$ cat src/design/peea_params.svh
/*
 Constants for the parallel nonvolatile memory host controller.
 Assumes a 50 ns system clock; all pin times are converted to cycles here.
*/
`ifndef PEEA_PARAMS_SVH
`define PEEA_PARAMS_SVH

`define PEEA_CLK_NS 50
`define PEEA_ADDR_W 11
`define PEEA_DATA_W 8
`define PEEA_TOP_BIT 7
`define PEEA_ID_HI 6'h3F
`define PEEA_ID_HI_LSB 5
`define PEEA_TMR_W 18

`define PEEA_T_ACC_NS 150
`define PEEA_T_SU_NS 50
`define PEEA_T_WP_NS 100
`define PEEA_T_DH_NS 10
`define PEEA_T_DB_NS 50
`define PEEA_T_HV_NS 1000
`define PEEA_T_CLR_MS 10
`define PEEA_T_WC_US 1000

`define PEEA_CYC_UP(ns) (((ns) + `PEEA_CLK_NS - 1) / `PEEA_CLK_NS)
`define PEEA_ACC_CYC `PEEA_CYC_UP(`PEEA_T_ACC_NS)
`define PEEA_SU_CYC `PEEA_CYC_UP(`PEEA_T_SU_NS)
`define PEEA_WP_CYC `PEEA_CYC_UP(`PEEA_T_WP_NS)
`define PEEA_DH_CYC `PEEA_CYC_UP(`PEEA_T_DH_NS)
`define PEEA_DB_CYC `PEEA_CYC_UP(`PEEA_T_DB_NS)
`define PEEA_HV_CYC `PEEA_CYC_UP(`PEEA_T_HV_NS)
`define PEEA_CLR_CYC `PEEA_CYC_UP(`PEEA_T_CLR_MS * 1000000)
`define PEEA_WC_CYC `PEEA_CYC_UP(`PEEA_T_WC_US * 1000)

`endif

$ cat src/design/peea_pkg.sv
/*
 Types for the parallel nonvolatile memory host controller.
 Assumes peea_params.svh is on the include path.
*/
`include "peea_params.svh"

package peea_pkg;

  typedef enum logic [1:0] {
    PEEA_OP_READ = 2'h0,
    PEEA_OP_WRITE = 2'h1,
    PEEA_OP_CLEAR = 2'h2,
    PEEA_OP_RSVD = 2'h3
  } peea_op_t;

  typedef struct packed {
    peea_op_t op;
    logic id_space;
    logic poll;
    logic [`PEEA_ADDR_W-1:0] addr;
    logic [`PEEA_DATA_W-1:0] data;
  } peea_cmd_t;

  typedef struct packed {
    logic valid;
    logic fail;
    logic [`PEEA_DATA_W-1:0] data;
  } peea_rsp_t;

  typedef enum logic [3:0] {
    PEEA_IDLE = 4'h0,
    PEEA_RD_WAIT = 4'h1,
    PEEA_WR_SETUP = 4'h2,
    PEEA_WR_PULSE = 4'h3,
    PEEA_WR_HOLD = 4'h4,
    PEEA_WAIT_DB = 4'h5,
    PEEA_WAIT_RDY = 4'h6,
    PEEA_POLL_RD = 4'h7,
    PEEA_POLL_GAP = 4'h8,
    PEEA_CLR_SETUP = 4'h9,
    PEEA_CLR_PULSE = 4'hA,
    PEEA_CLR_HOLD = 4'hB
  } peea_state_t;

endpackage

$ cat src/design/peea_timer.sv
/*
 Down counter used for every pin timing of the host controller except the write-cycle timeout, which has its own counter.
 Assumes the caller loads it only when it wants a fresh interval.
*/
`timescale 1ns/1ps
`include "peea_params.svh"

module peea_timer (
  input wire logic clk_in,
  input wire logic rstn_in,
  input wire logic load_in,
  input wire logic [`PEEA_TMR_W-1:0] value_in,
  output logic expired_out
);

  logic [`PEEA_TMR_W-1:0] count_reg;
  logic [`PEEA_TMR_W-1:0] count_next;

  always_comb begin
    if (load_in) begin
      count_next = value_in;
    end else if (count_reg != '0) begin
      count_next = count_reg - `PEEA_TMR_W'(1);
    end else begin
      count_next = count_reg;
    end
  end

  always_ff @(posedge clk_in or negedge rstn_in) begin
    if (!rstn_in) begin
      count_reg <= '0;
    end else begin
      count_reg <= count_next;
    end
  end

  assign expired_out = (count_reg == '0);

endmodule

$ cat src/design/peea_ctrl.sv
/*
 Host controller that drives a 2K x 8 parallel nonvolatile memory through its pins:
 reads, self-timed byte writes with ready/busy or top-bit polling, chip clear and
 identification space access. Assumes a 20 MHz clock, synchronous pin inputs and
 external level shifters for the two high-voltage enables.
*/
`timescale 1ns/1ps
`include "peea_params.svh"

module peea_ctrl #(
  parameter logic [`PEEA_TMR_W-1:0] CLR_CYC = `PEEA_TMR_W'(`PEEA_CLR_CYC),
  parameter logic [`PEEA_TMR_W-1:0] WC_CYC = `PEEA_TMR_W'(`PEEA_WC_CYC)
) (
  input wire logic clk_in,
  input wire logic rstn_in,
  input wire logic cmd_valid_in,
  input wire peea_pkg::peea_cmd_t cmd_in,
  output logic cmd_ready_out,
  output peea_pkg::peea_rsp_t rsp_out,
  output logic [`PEEA_ADDR_W-1:0] address_lines_out,
  output logic ce_n_out,
  output logic oe_n_out,
  output logic we_n_out,
  output logic oe_hv_out,
  output logic id_space_select_line_hv_out,
  output logic [`PEEA_DATA_W-1:0] data_lines_out,
  output logic data_lines_oe_n_out,
  input wire logic [`PEEA_DATA_W-1:0] data_lines_in,
  input wire logic rdy_busy_in
);

  localparam int RD_LAT = `PEEA_ACC_CYC + 2;

  peea_pkg::peea_state_t state_reg, state_next;
  peea_pkg::peea_cmd_t cmd_reg, cmd_next;
  peea_pkg::peea_rsp_t rsp_reg, rsp_next;
  logic [`PEEA_ADDR_W-1:0] addr_reg, addr_next;
  logic ce_n_reg, ce_n_next, oe_n_reg, oe_n_next, we_n_reg, we_n_next;
  logic oe_hv_reg, oe_hv_next, id_hv_reg, id_hv_next;
  logic [`PEEA_DATA_W-1:0] dout_reg, dout_next;
  logic doe_n_reg, doe_n_next, ready_reg, ready_next;
  logic [`PEEA_TMR_W-1:0] wc_reg, wc_next;
  logic tmr_load, tmr_expired;
  logic [`PEEA_TMR_W-1:0] tmr_value;

  peea_timer u_timer (
    .clk_in(clk_in),
    .rstn_in(rstn_in),
    .load_in(tmr_load),
    .value_in(tmr_value),
    .expired_out(tmr_expired)
  );

  // Forces an id-space access into the top 32 locations
  function automatic logic [`PEEA_ADDR_W-1:0] map_addr(input peea_pkg::peea_cmd_t c);
    logic [`PEEA_ADDR_W-1:0] a;
    a = c.addr;
    if (c.id_space) begin
      a[`PEEA_ADDR_W-1:`PEEA_ID_HI_LSB] = `PEEA_ID_HI;
    end
    return a;
  endfunction

  always_comb begin
    state_next = state_reg;
    cmd_next = cmd_reg;
    rsp_next = rsp_reg;
    rsp_next.valid = 1'b0;
    addr_next = addr_reg;
    ce_n_next = ce_n_reg;
    oe_n_next = oe_n_reg;
    we_n_next = we_n_reg;
    oe_hv_next = oe_hv_reg;
    id_hv_next = id_hv_reg;
    dout_next = dout_reg;
    doe_n_next = doe_n_reg;
    ready_next = ready_reg;
    wc_next = (wc_reg != '0) ? wc_reg - `PEEA_TMR_W'(1) : wc_reg;
    tmr_load = 1'b0;
    tmr_value = '0;
    unique case (state_reg)
      peea_pkg::PEEA_IDLE: begin
        if (cmd_valid_in && ready_reg) begin
          cmd_next = cmd_in;
          ready_next = 1'b0;
          addr_next = map_addr(cmd_in);
          id_hv_next = cmd_in.id_space;
          dout_next = cmd_in.data;
          unique case (cmd_in.op)
            peea_pkg::PEEA_OP_READ: begin
              ce_n_next = 1'b0;
              oe_n_next = 1'b0;
              tmr_load = 1'b1;
              tmr_value = `PEEA_TMR_W'(`PEEA_ACC_CYC);
              state_next = peea_pkg::PEEA_RD_WAIT;
            end
            peea_pkg::PEEA_OP_WRITE: begin
              ce_n_next = 1'b0;
              oe_n_next = 1'b1;
              doe_n_next = 1'b0;
              tmr_load = 1'b1;
              tmr_value = `PEEA_TMR_W'(`PEEA_SU_CYC);
              state_next = peea_pkg::PEEA_WR_SETUP;
            end
            peea_pkg::PEEA_OP_CLEAR: begin
              ce_n_next = 1'b0;
              oe_n_next = 1'b1;
              oe_hv_next = 1'b1;
              id_hv_next = 1'b0;
              tmr_load = 1'b1;
              tmr_value = `PEEA_TMR_W'(`PEEA_HV_CYC);
              state_next = peea_pkg::PEEA_CLR_SETUP;
            end
            peea_pkg::PEEA_OP_RSVD: begin
              // Reserved operation answered at once as failed
              id_hv_next = 1'b0;
              rsp_next.valid = 1'b1;
              rsp_next.fail = 1'b1;
              ready_next = 1'b1;
            end
          endcase
        end
      end
      peea_pkg::PEEA_RD_WAIT: begin
        if (tmr_expired) begin
          rsp_next.valid = 1'b1;
          rsp_next.fail = 1'b0;
          rsp_next.data = data_lines_in;
          ce_n_next = 1'b1;
          oe_n_next = 1'b1;
          id_hv_next = 1'b0;
          ready_next = 1'b1;
          state_next = peea_pkg::PEEA_IDLE;
        end
      end
      peea_pkg::PEEA_WR_SETUP: begin
        if (tmr_expired) begin
          // strobe pulse, address taken on its fall
          we_n_next = 1'b0;
          tmr_load = 1'b1;
          tmr_value = `PEEA_TMR_W'(`PEEA_WP_CYC);
          state_next = peea_pkg::PEEA_WR_PULSE;
        end
      end
      peea_pkg::PEEA_WR_PULSE: begin
        if (tmr_expired) begin
          // data still driven at the rising edge
          we_n_next = 1'b1;
          tmr_load = 1'b1;
          tmr_value = `PEEA_TMR_W'(`PEEA_DH_CYC);
          state_next = peea_pkg::PEEA_WR_HOLD;
        end
      end
      peea_pkg::PEEA_WR_HOLD: begin
        if (tmr_expired) begin
          ce_n_next = 1'b1;
          doe_n_next = 1'b1;
          wc_next = WC_CYC;
          tmr_load = 1'b1;
          tmr_value = `PEEA_TMR_W'(`PEEA_DB_CYC);
          state_next = peea_pkg::PEEA_WAIT_DB;
        end
      end
      peea_pkg::PEEA_WAIT_DB: begin
        // Busy may lag the pulse, so the line is ignored until then
        if (tmr_expired) begin
          state_next = cmd_reg.poll ? peea_pkg::PEEA_POLL_GAP : peea_pkg::PEEA_WAIT_RDY;
        end
      end
      peea_pkg::PEEA_WAIT_RDY: begin
        if (rdy_busy_in || wc_reg == '0) begin
          rsp_next.valid = 1'b1;
          rsp_next.fail = !rdy_busy_in;
          rsp_next.data = cmd_reg.data;
          id_hv_next = 1'b0;
          ready_next = 1'b1;
          state_next = peea_pkg::PEEA_IDLE;
        end
      end
      peea_pkg::PEEA_POLL_GAP: begin
        ce_n_next = 1'b0;
        oe_n_next = 1'b0;
        tmr_load = 1'b1;
        tmr_value = `PEEA_TMR_W'(`PEEA_ACC_CYC);
        state_next = peea_pkg::PEEA_POLL_RD;
      end
      peea_pkg::PEEA_POLL_RD: begin
        if (tmr_expired) begin
          ce_n_next = 1'b1;
          oe_n_next = 1'b1;
          // top bit matches only once writing is over
          if (data_lines_in[`PEEA_TOP_BIT] == cmd_reg.data[`PEEA_TOP_BIT] || wc_reg == '0) begin
            rsp_next.valid = 1'b1;
            rsp_next.fail = (data_lines_in[`PEEA_TOP_BIT] != cmd_reg.data[`PEEA_TOP_BIT]);
            rsp_next.data = data_lines_in;
            id_hv_next = 1'b0;
            ready_next = 1'b1;
            state_next = peea_pkg::PEEA_IDLE;
          end else begin
            state_next = peea_pkg::PEEA_POLL_GAP;
          end
        end
      end
      peea_pkg::PEEA_CLR_SETUP: begin
        if (tmr_expired) begin
          we_n_next = 1'b0;
          tmr_load = 1'b1;
          tmr_value = CLR_CYC;
          state_next = peea_pkg::PEEA_CLR_PULSE;
        end
      end
      peea_pkg::PEEA_CLR_PULSE: begin
        if (tmr_expired) begin
          we_n_next = 1'b1;
          tmr_load = 1'b1;
          tmr_value = `PEEA_TMR_W'(`PEEA_HV_CYC);
          state_next = peea_pkg::PEEA_CLR_HOLD;
        end
      end
      peea_pkg::PEEA_CLR_HOLD: begin
        if (tmr_expired) begin
          ce_n_next = 1'b1;
          oe_hv_next = 1'b0;
          rsp_next.valid = 1'b1;
          rsp_next.fail = 1'b0;
          ready_next = 1'b1;
          state_next = peea_pkg::PEEA_IDLE;
        end
      end
      default: begin
        state_next = peea_pkg::PEEA_IDLE;
        ready_next = 1'b1;
      end
    endcase
  end

  always_ff @(posedge clk_in or negedge rstn_in) begin
    if (!rstn_in) begin
      state_reg <= peea_pkg::PEEA_IDLE;
      cmd_reg <= '0;
      rsp_reg <= '0;
      addr_reg <= '0;
      ce_n_reg <= 1'b1;
      oe_n_reg <= 1'b1;
      we_n_reg <= 1'b1;
      oe_hv_reg <= 1'b0;
      id_hv_reg <= 1'b0;
      dout_reg <= '0;
      doe_n_reg <= 1'b1;
      ready_reg <= 1'b1;
      wc_reg <= '0;
    end else begin
      state_reg <= state_next;
      cmd_reg <= cmd_next;
      rsp_reg <= rsp_next;
      addr_reg <= addr_next;
      ce_n_reg <= ce_n_next;
      oe_n_reg <= oe_n_next;
      we_n_reg <= we_n_next;
      oe_hv_reg <= oe_hv_next;
      id_hv_reg <= id_hv_next;
      dout_reg <= dout_next;
      doe_n_reg <= doe_n_next;
      ready_reg <= ready_next;
      wc_reg <= wc_next;
    end
  end

  assign cmd_ready_out = ready_reg;
  assign rsp_out = rsp_reg;
  assign address_lines_out = addr_reg;
  assign ce_n_out = ce_n_reg;
  assign oe_n_out = oe_n_reg;
  assign we_n_out = we_n_reg;
  assign oe_hv_out = oe_hv_reg;
  assign id_space_select_line_hv_out = id_hv_reg;
  assign data_lines_out = dout_reg;
  assign data_lines_oe_n_out = doe_n_reg;
endmodule

$ cat config.mk
export PLATFORM = sky130hd
export DESIGN_NAME = peea_ctrl
export DESIGN_NICKNAME = d
export VERILOG_FILES = /design/src/design/peea_pkg.sv /design/src/design/peea_timer.sv /design/src/design/peea_ctrl.sv
export VERILOG_INCLUDE_DIRS = /design/src /design/src/design
export SDC_FILE = /design/constraint.sdc
export NUM_CORES = 1
export LEC_CHECK = 0
export BUFFER_PORTS_ARGS = -buffer_cell sky130_fd_sc_hd__buf_2
export CORE_ASPECT_RATIO = 2
export CORE_MARGIN = 8
export CORE_UTILIZATION = 48
export CTS_BUF_LIST = sky130_fd_sc_hd__clkbuf_16
export CTS_CLUSTER_SIZE = 14
export DETAILED_ROUTE_END_ITERATION = 10
export GPL_ROUTABILITY_DRIVEN = 0
export GPL_TIMING_DRIVEN = 0
export PLACE_DENSITY = 0.69
export SLEW_MARGIN = 40
export SYNTH_ARGS = -nofsm -noshare
export SYNTH_HDL_FRONTEND = slang
export SYNTH_HIERARCHICAL = 1
export SYNTH_SLANG_ARGS = --single-unit
$ cat constraint.sdc
create_clock -name clk_in -period 3.4 [get_ports clk_in]
set_input_delay 0.85 -clock clk_in [delete_from_list [all_inputs] [get_ports clk_in]]
set_output_delay 0.85 -clock clk_in [all_outputs]
set_load 0.02 [all_outputs]
==> out/results.md <==
## Critical path
- **arrival time of data at the critical path endpoint** 3370 ps
- **largest fanout on the critical path** 10
- **length in cells of the worst reg-to-reg path** 10
- **required arrival time at the worst endpoint** 3680 ps
- **crit path from** u_timer/count_reg[0]
- **startpoint of the worst-slack reg-to-reg timing path** u_timer/count_reg[0]
- **kind of capture point of the worst setup path** flip-flop
- **Crit Path Class** reg -> reg
- **type of origin of the critical path** flip-flop

## Yosys
- **number of flops mapped to enable cells by yosys** 0
- **share of synthesized area occupied by flip-flops and latches** 0.415
- **main area contributors after synthesis** dfrtp_1 39%, mux2_2 4.1%, nor2_1 4.0%
- **yosys synthesis warning count** 6
- **most frequent cells after synthesis** 72 x dfrtp_1, 50 x nor2_1, 44 x nand2_1
- **top-count cell post-synth** dfrtp_1
- **Distinct cells, synth** 72
- **Mapped Avg Cell Area** 9.81 um^2
- **Synth async-reset ratio** 1.00
- **Netlist Area Pre-Place** 4660 um^2
- **cells after synthesis** 475
- **proportion of netlist area held by the largest area contributor** 0.387
- **Seq cells post-synth** 77
- **Primary FF master, synth** dfrtp_1
- **cell type with the highest aggregate area in the netlist** dfrtp_1

## Clock tree
- **CTS Buffer Depth** 2
- **TritonCTS clock tree** done
- **clock insertion delay at the later pin of the skew report** 340 ps
- **clock-pin slew of the registers on the worst-case setup and hold paths** 60 ps
- **number of buffers added by the clock tree synthesis step** 9
- **H-Tree Depth** 3
- **CTS Root Cell** clkbuf_16
- **number of clock sinks** 77

## Timing
- **Max transition margin** 0.622
- **Worst Tran Pin Value** 563 ps
- **number of failing setup endpoints in the final timing report** 0
- **Worst Hold Slack** 381 ps
- **setup repair after global routing missed its margin** false
- **final worst-path cycle share** 0.910
- **Period minus WS final** 3100 ps
- **count of final max-slew check failures** 0
- **peak clock frequency supported by timing** 323 MHz
- **Setup TNS** 0 ps
- **hold violation count in the final report** 0
- **setup clock skew after layout** 8.89 ps

## Power
- **maximum vdd drop** 0.531 mV
- **total power density per cell area** 911 nW/um^2
- **Static Leakage** 2.48 nW
- **overall power** 0.00504 W

## Routing
- **Wirelength per Cell** 16.8 um
- **number of optimization iterations in the first detailed-route pass** 5
- **number of nets still failing antenna checks after routing** 0
- **DRC marker count from the first detailed-route iteration** 269
- **vias post-DR** 3,855
- **mean number of vias per cell** 5.70
- **Remaining DRCs** 0
- **Total Routed Length** 11,400 um

## Global routing
- **initial antenna violation count** 0
- **Global Route met3 Usage** 0.0507
- **final global-route overflow total** 0
- **global-route usage over all layers** 0.179
- **first-pass GRT wire length** 19,300 um
- **met1 usage** 0.233
- **pin count of the biggest net entering global routing** 50
- **number of global-route vias before repair** 3,843
- **highest-utilization routing layer at the global route stage** met2
- **global routing met2 resource utilization** 0.273

## Final layout
- **fraction of the core area covered by cells at the end of the flow** 0.578
- **fraction of final layout cells sized beyond drive strength 1** 0.298
- **final cell count without fillers** 676
- **diode count** 0
- **net count of the finished layout** 610
- **Filler Cells Inserted** 842
- **Area Growth Syn to Fin** 18.8%
- **total area of multi-input combinational cells** 2520 um^2
- **area taken by flip-flops and latches** 1930 um^2

## Worst hold path
- **min-delay worst type** in -> async

## Placed design
- **DPL Wire Length** 8430 um
- **Inst Count DP** 659
- **PortBufs** 70

## Die
- **horizontal die dimension** 85.7 um
- **die extent in y** 155 um
- **area of the core** 9570 um^2
- **Ports** 71
- **Die Footprint** 13,300 um^2
- **std cell rows** 51
- **starting density of the core** 0.487

## Job
- **Max Cap Viol** 0

## Status
- **run status** finished, final reports clean

[worst max-delay path, stage by stage, from the launching register on]
cell and delay, ps:
dfrtp_1 400, inv_1 100, ha_1 220, nor4b_4 310
nand4_2 200, nor3_4 190, clkbuf_1 420, nand2_1 230
nor4_4 570, a221o_1 250, mux2_4 140
[area by class of cell]
type / count / area share
clock inverters: 7 / 0.0147
multi-input cells: 360 / 0.456
clock buffers: 9 / 0.0407
well taps: 106 / 0.0240
repair buffers: 72 / 0.0708
flip-flops and latches: 77 / 0.349
plain buffers: 32 / 0.0359
inverters: 13 / 0.00882
[stage by stage]
stage	area, um^2	setup slack (ps)
after floorplan	4680	518
after global placement	5170	-257
after detailed placement	5200	-283
after CTS	5520	306
after global routing	5540	62.6
final	5540	304
[layout by cell type (no fill, tap or decap), types with 3 or more instances in the layout]
| cell | n |
|---|---|
| nor4_4 | 5 |
| nor3_1 | 14 |
| clkbuf_1 | 13 |
| nor4_1 | 7 |
| dfrtp_1 | 72 |
| nand4_1 | 3 |
| inv_6 | 3 |
| nor2b_1 | 7 |
| conb_1 | 8 |
| a31oi_1 | 4 |
| o21ai_1 | 10 |
| a22o_2 | 6 |
| clkbuf_16 | 9 |
| or2_2 | 4 |
| nand3_1 | 9 |
| a22o_1 | 4 |
| nand2b_1 | 4 |
| ha_1 | 10 |
| o21ai_0 | 18 |
| o211ai_1 | 4 |
| a2bb2oi_1 | 3 |
| or4_1 | 5 |
| buf_4 | 9 |
| mux2_2 | 17 |
| nand2_1 | 44 |
| a221o_2 | 6 |
| nor2_1 | 50 |
| buf_6 | 4 |
| o31ai_1 | 7 |
| inv_1 | 13 |
| a21oi_1 | 18 |
| a221o_1 | 3 |
| xor2_1 | 13 |
| xnor2_1 | 20 |
| and3_1 | 5 |
| mux2_4 | 8 |
| dfstp_2 | 5 |
| buf_2 | 72 |
[report_power, final]
part	internal (W)	leakage [nW]	switching [W]
combinational	0.00102	1.38	0.00132
clock	0.000579	0.147	0.000403
sequential	0.00132	0.946	0.000391
[worst paths after layout]
kind,endpoint,slack [ps]
min in group clk_in,data_lines_oe_n_out,500
max in group asynchronous,cmd_ready_out,2440
worst min register to register,data_lines_oe_n_out,500
worst max register to register,rsp_out[6],300
worst min-delay path,u_timer/count_reg[3],380
worst max-delay path,rsp_out[6],300
[what timing repair did]
item                       in CTS  in global routing
pin swaps                       1                  0
setup buffers                   1                  0
setup endpoints to repair      18                  9
gates resized for setup         1                  4
hold buffers                    0                  0
[kinds of logic after synthesis]
kind of cell | Yosys count | share of synthesized area
and+or+nand+nor | 180 | 0.219
buffers and inverters | 45 | 0.0526
muxes | 26 | 0.0690
other | 1 | 0.000805
AOI/OAI and AO/OA | 103 | 0.155
DFF | 77 | 0.415
adders and majority gates | 10 | 0.0269
xor gates and xnor gates | 33 | 0.0620
[per-layer routing]
layer | up-vias | wire (um)
li1 | 1874 | -
met1 | 1841 | 5070
met2 | 125 | 5310
met3 | 15 | 788
met4 | 0 | 180
met5 | - | 0
(Power assumes the default switching activity.)
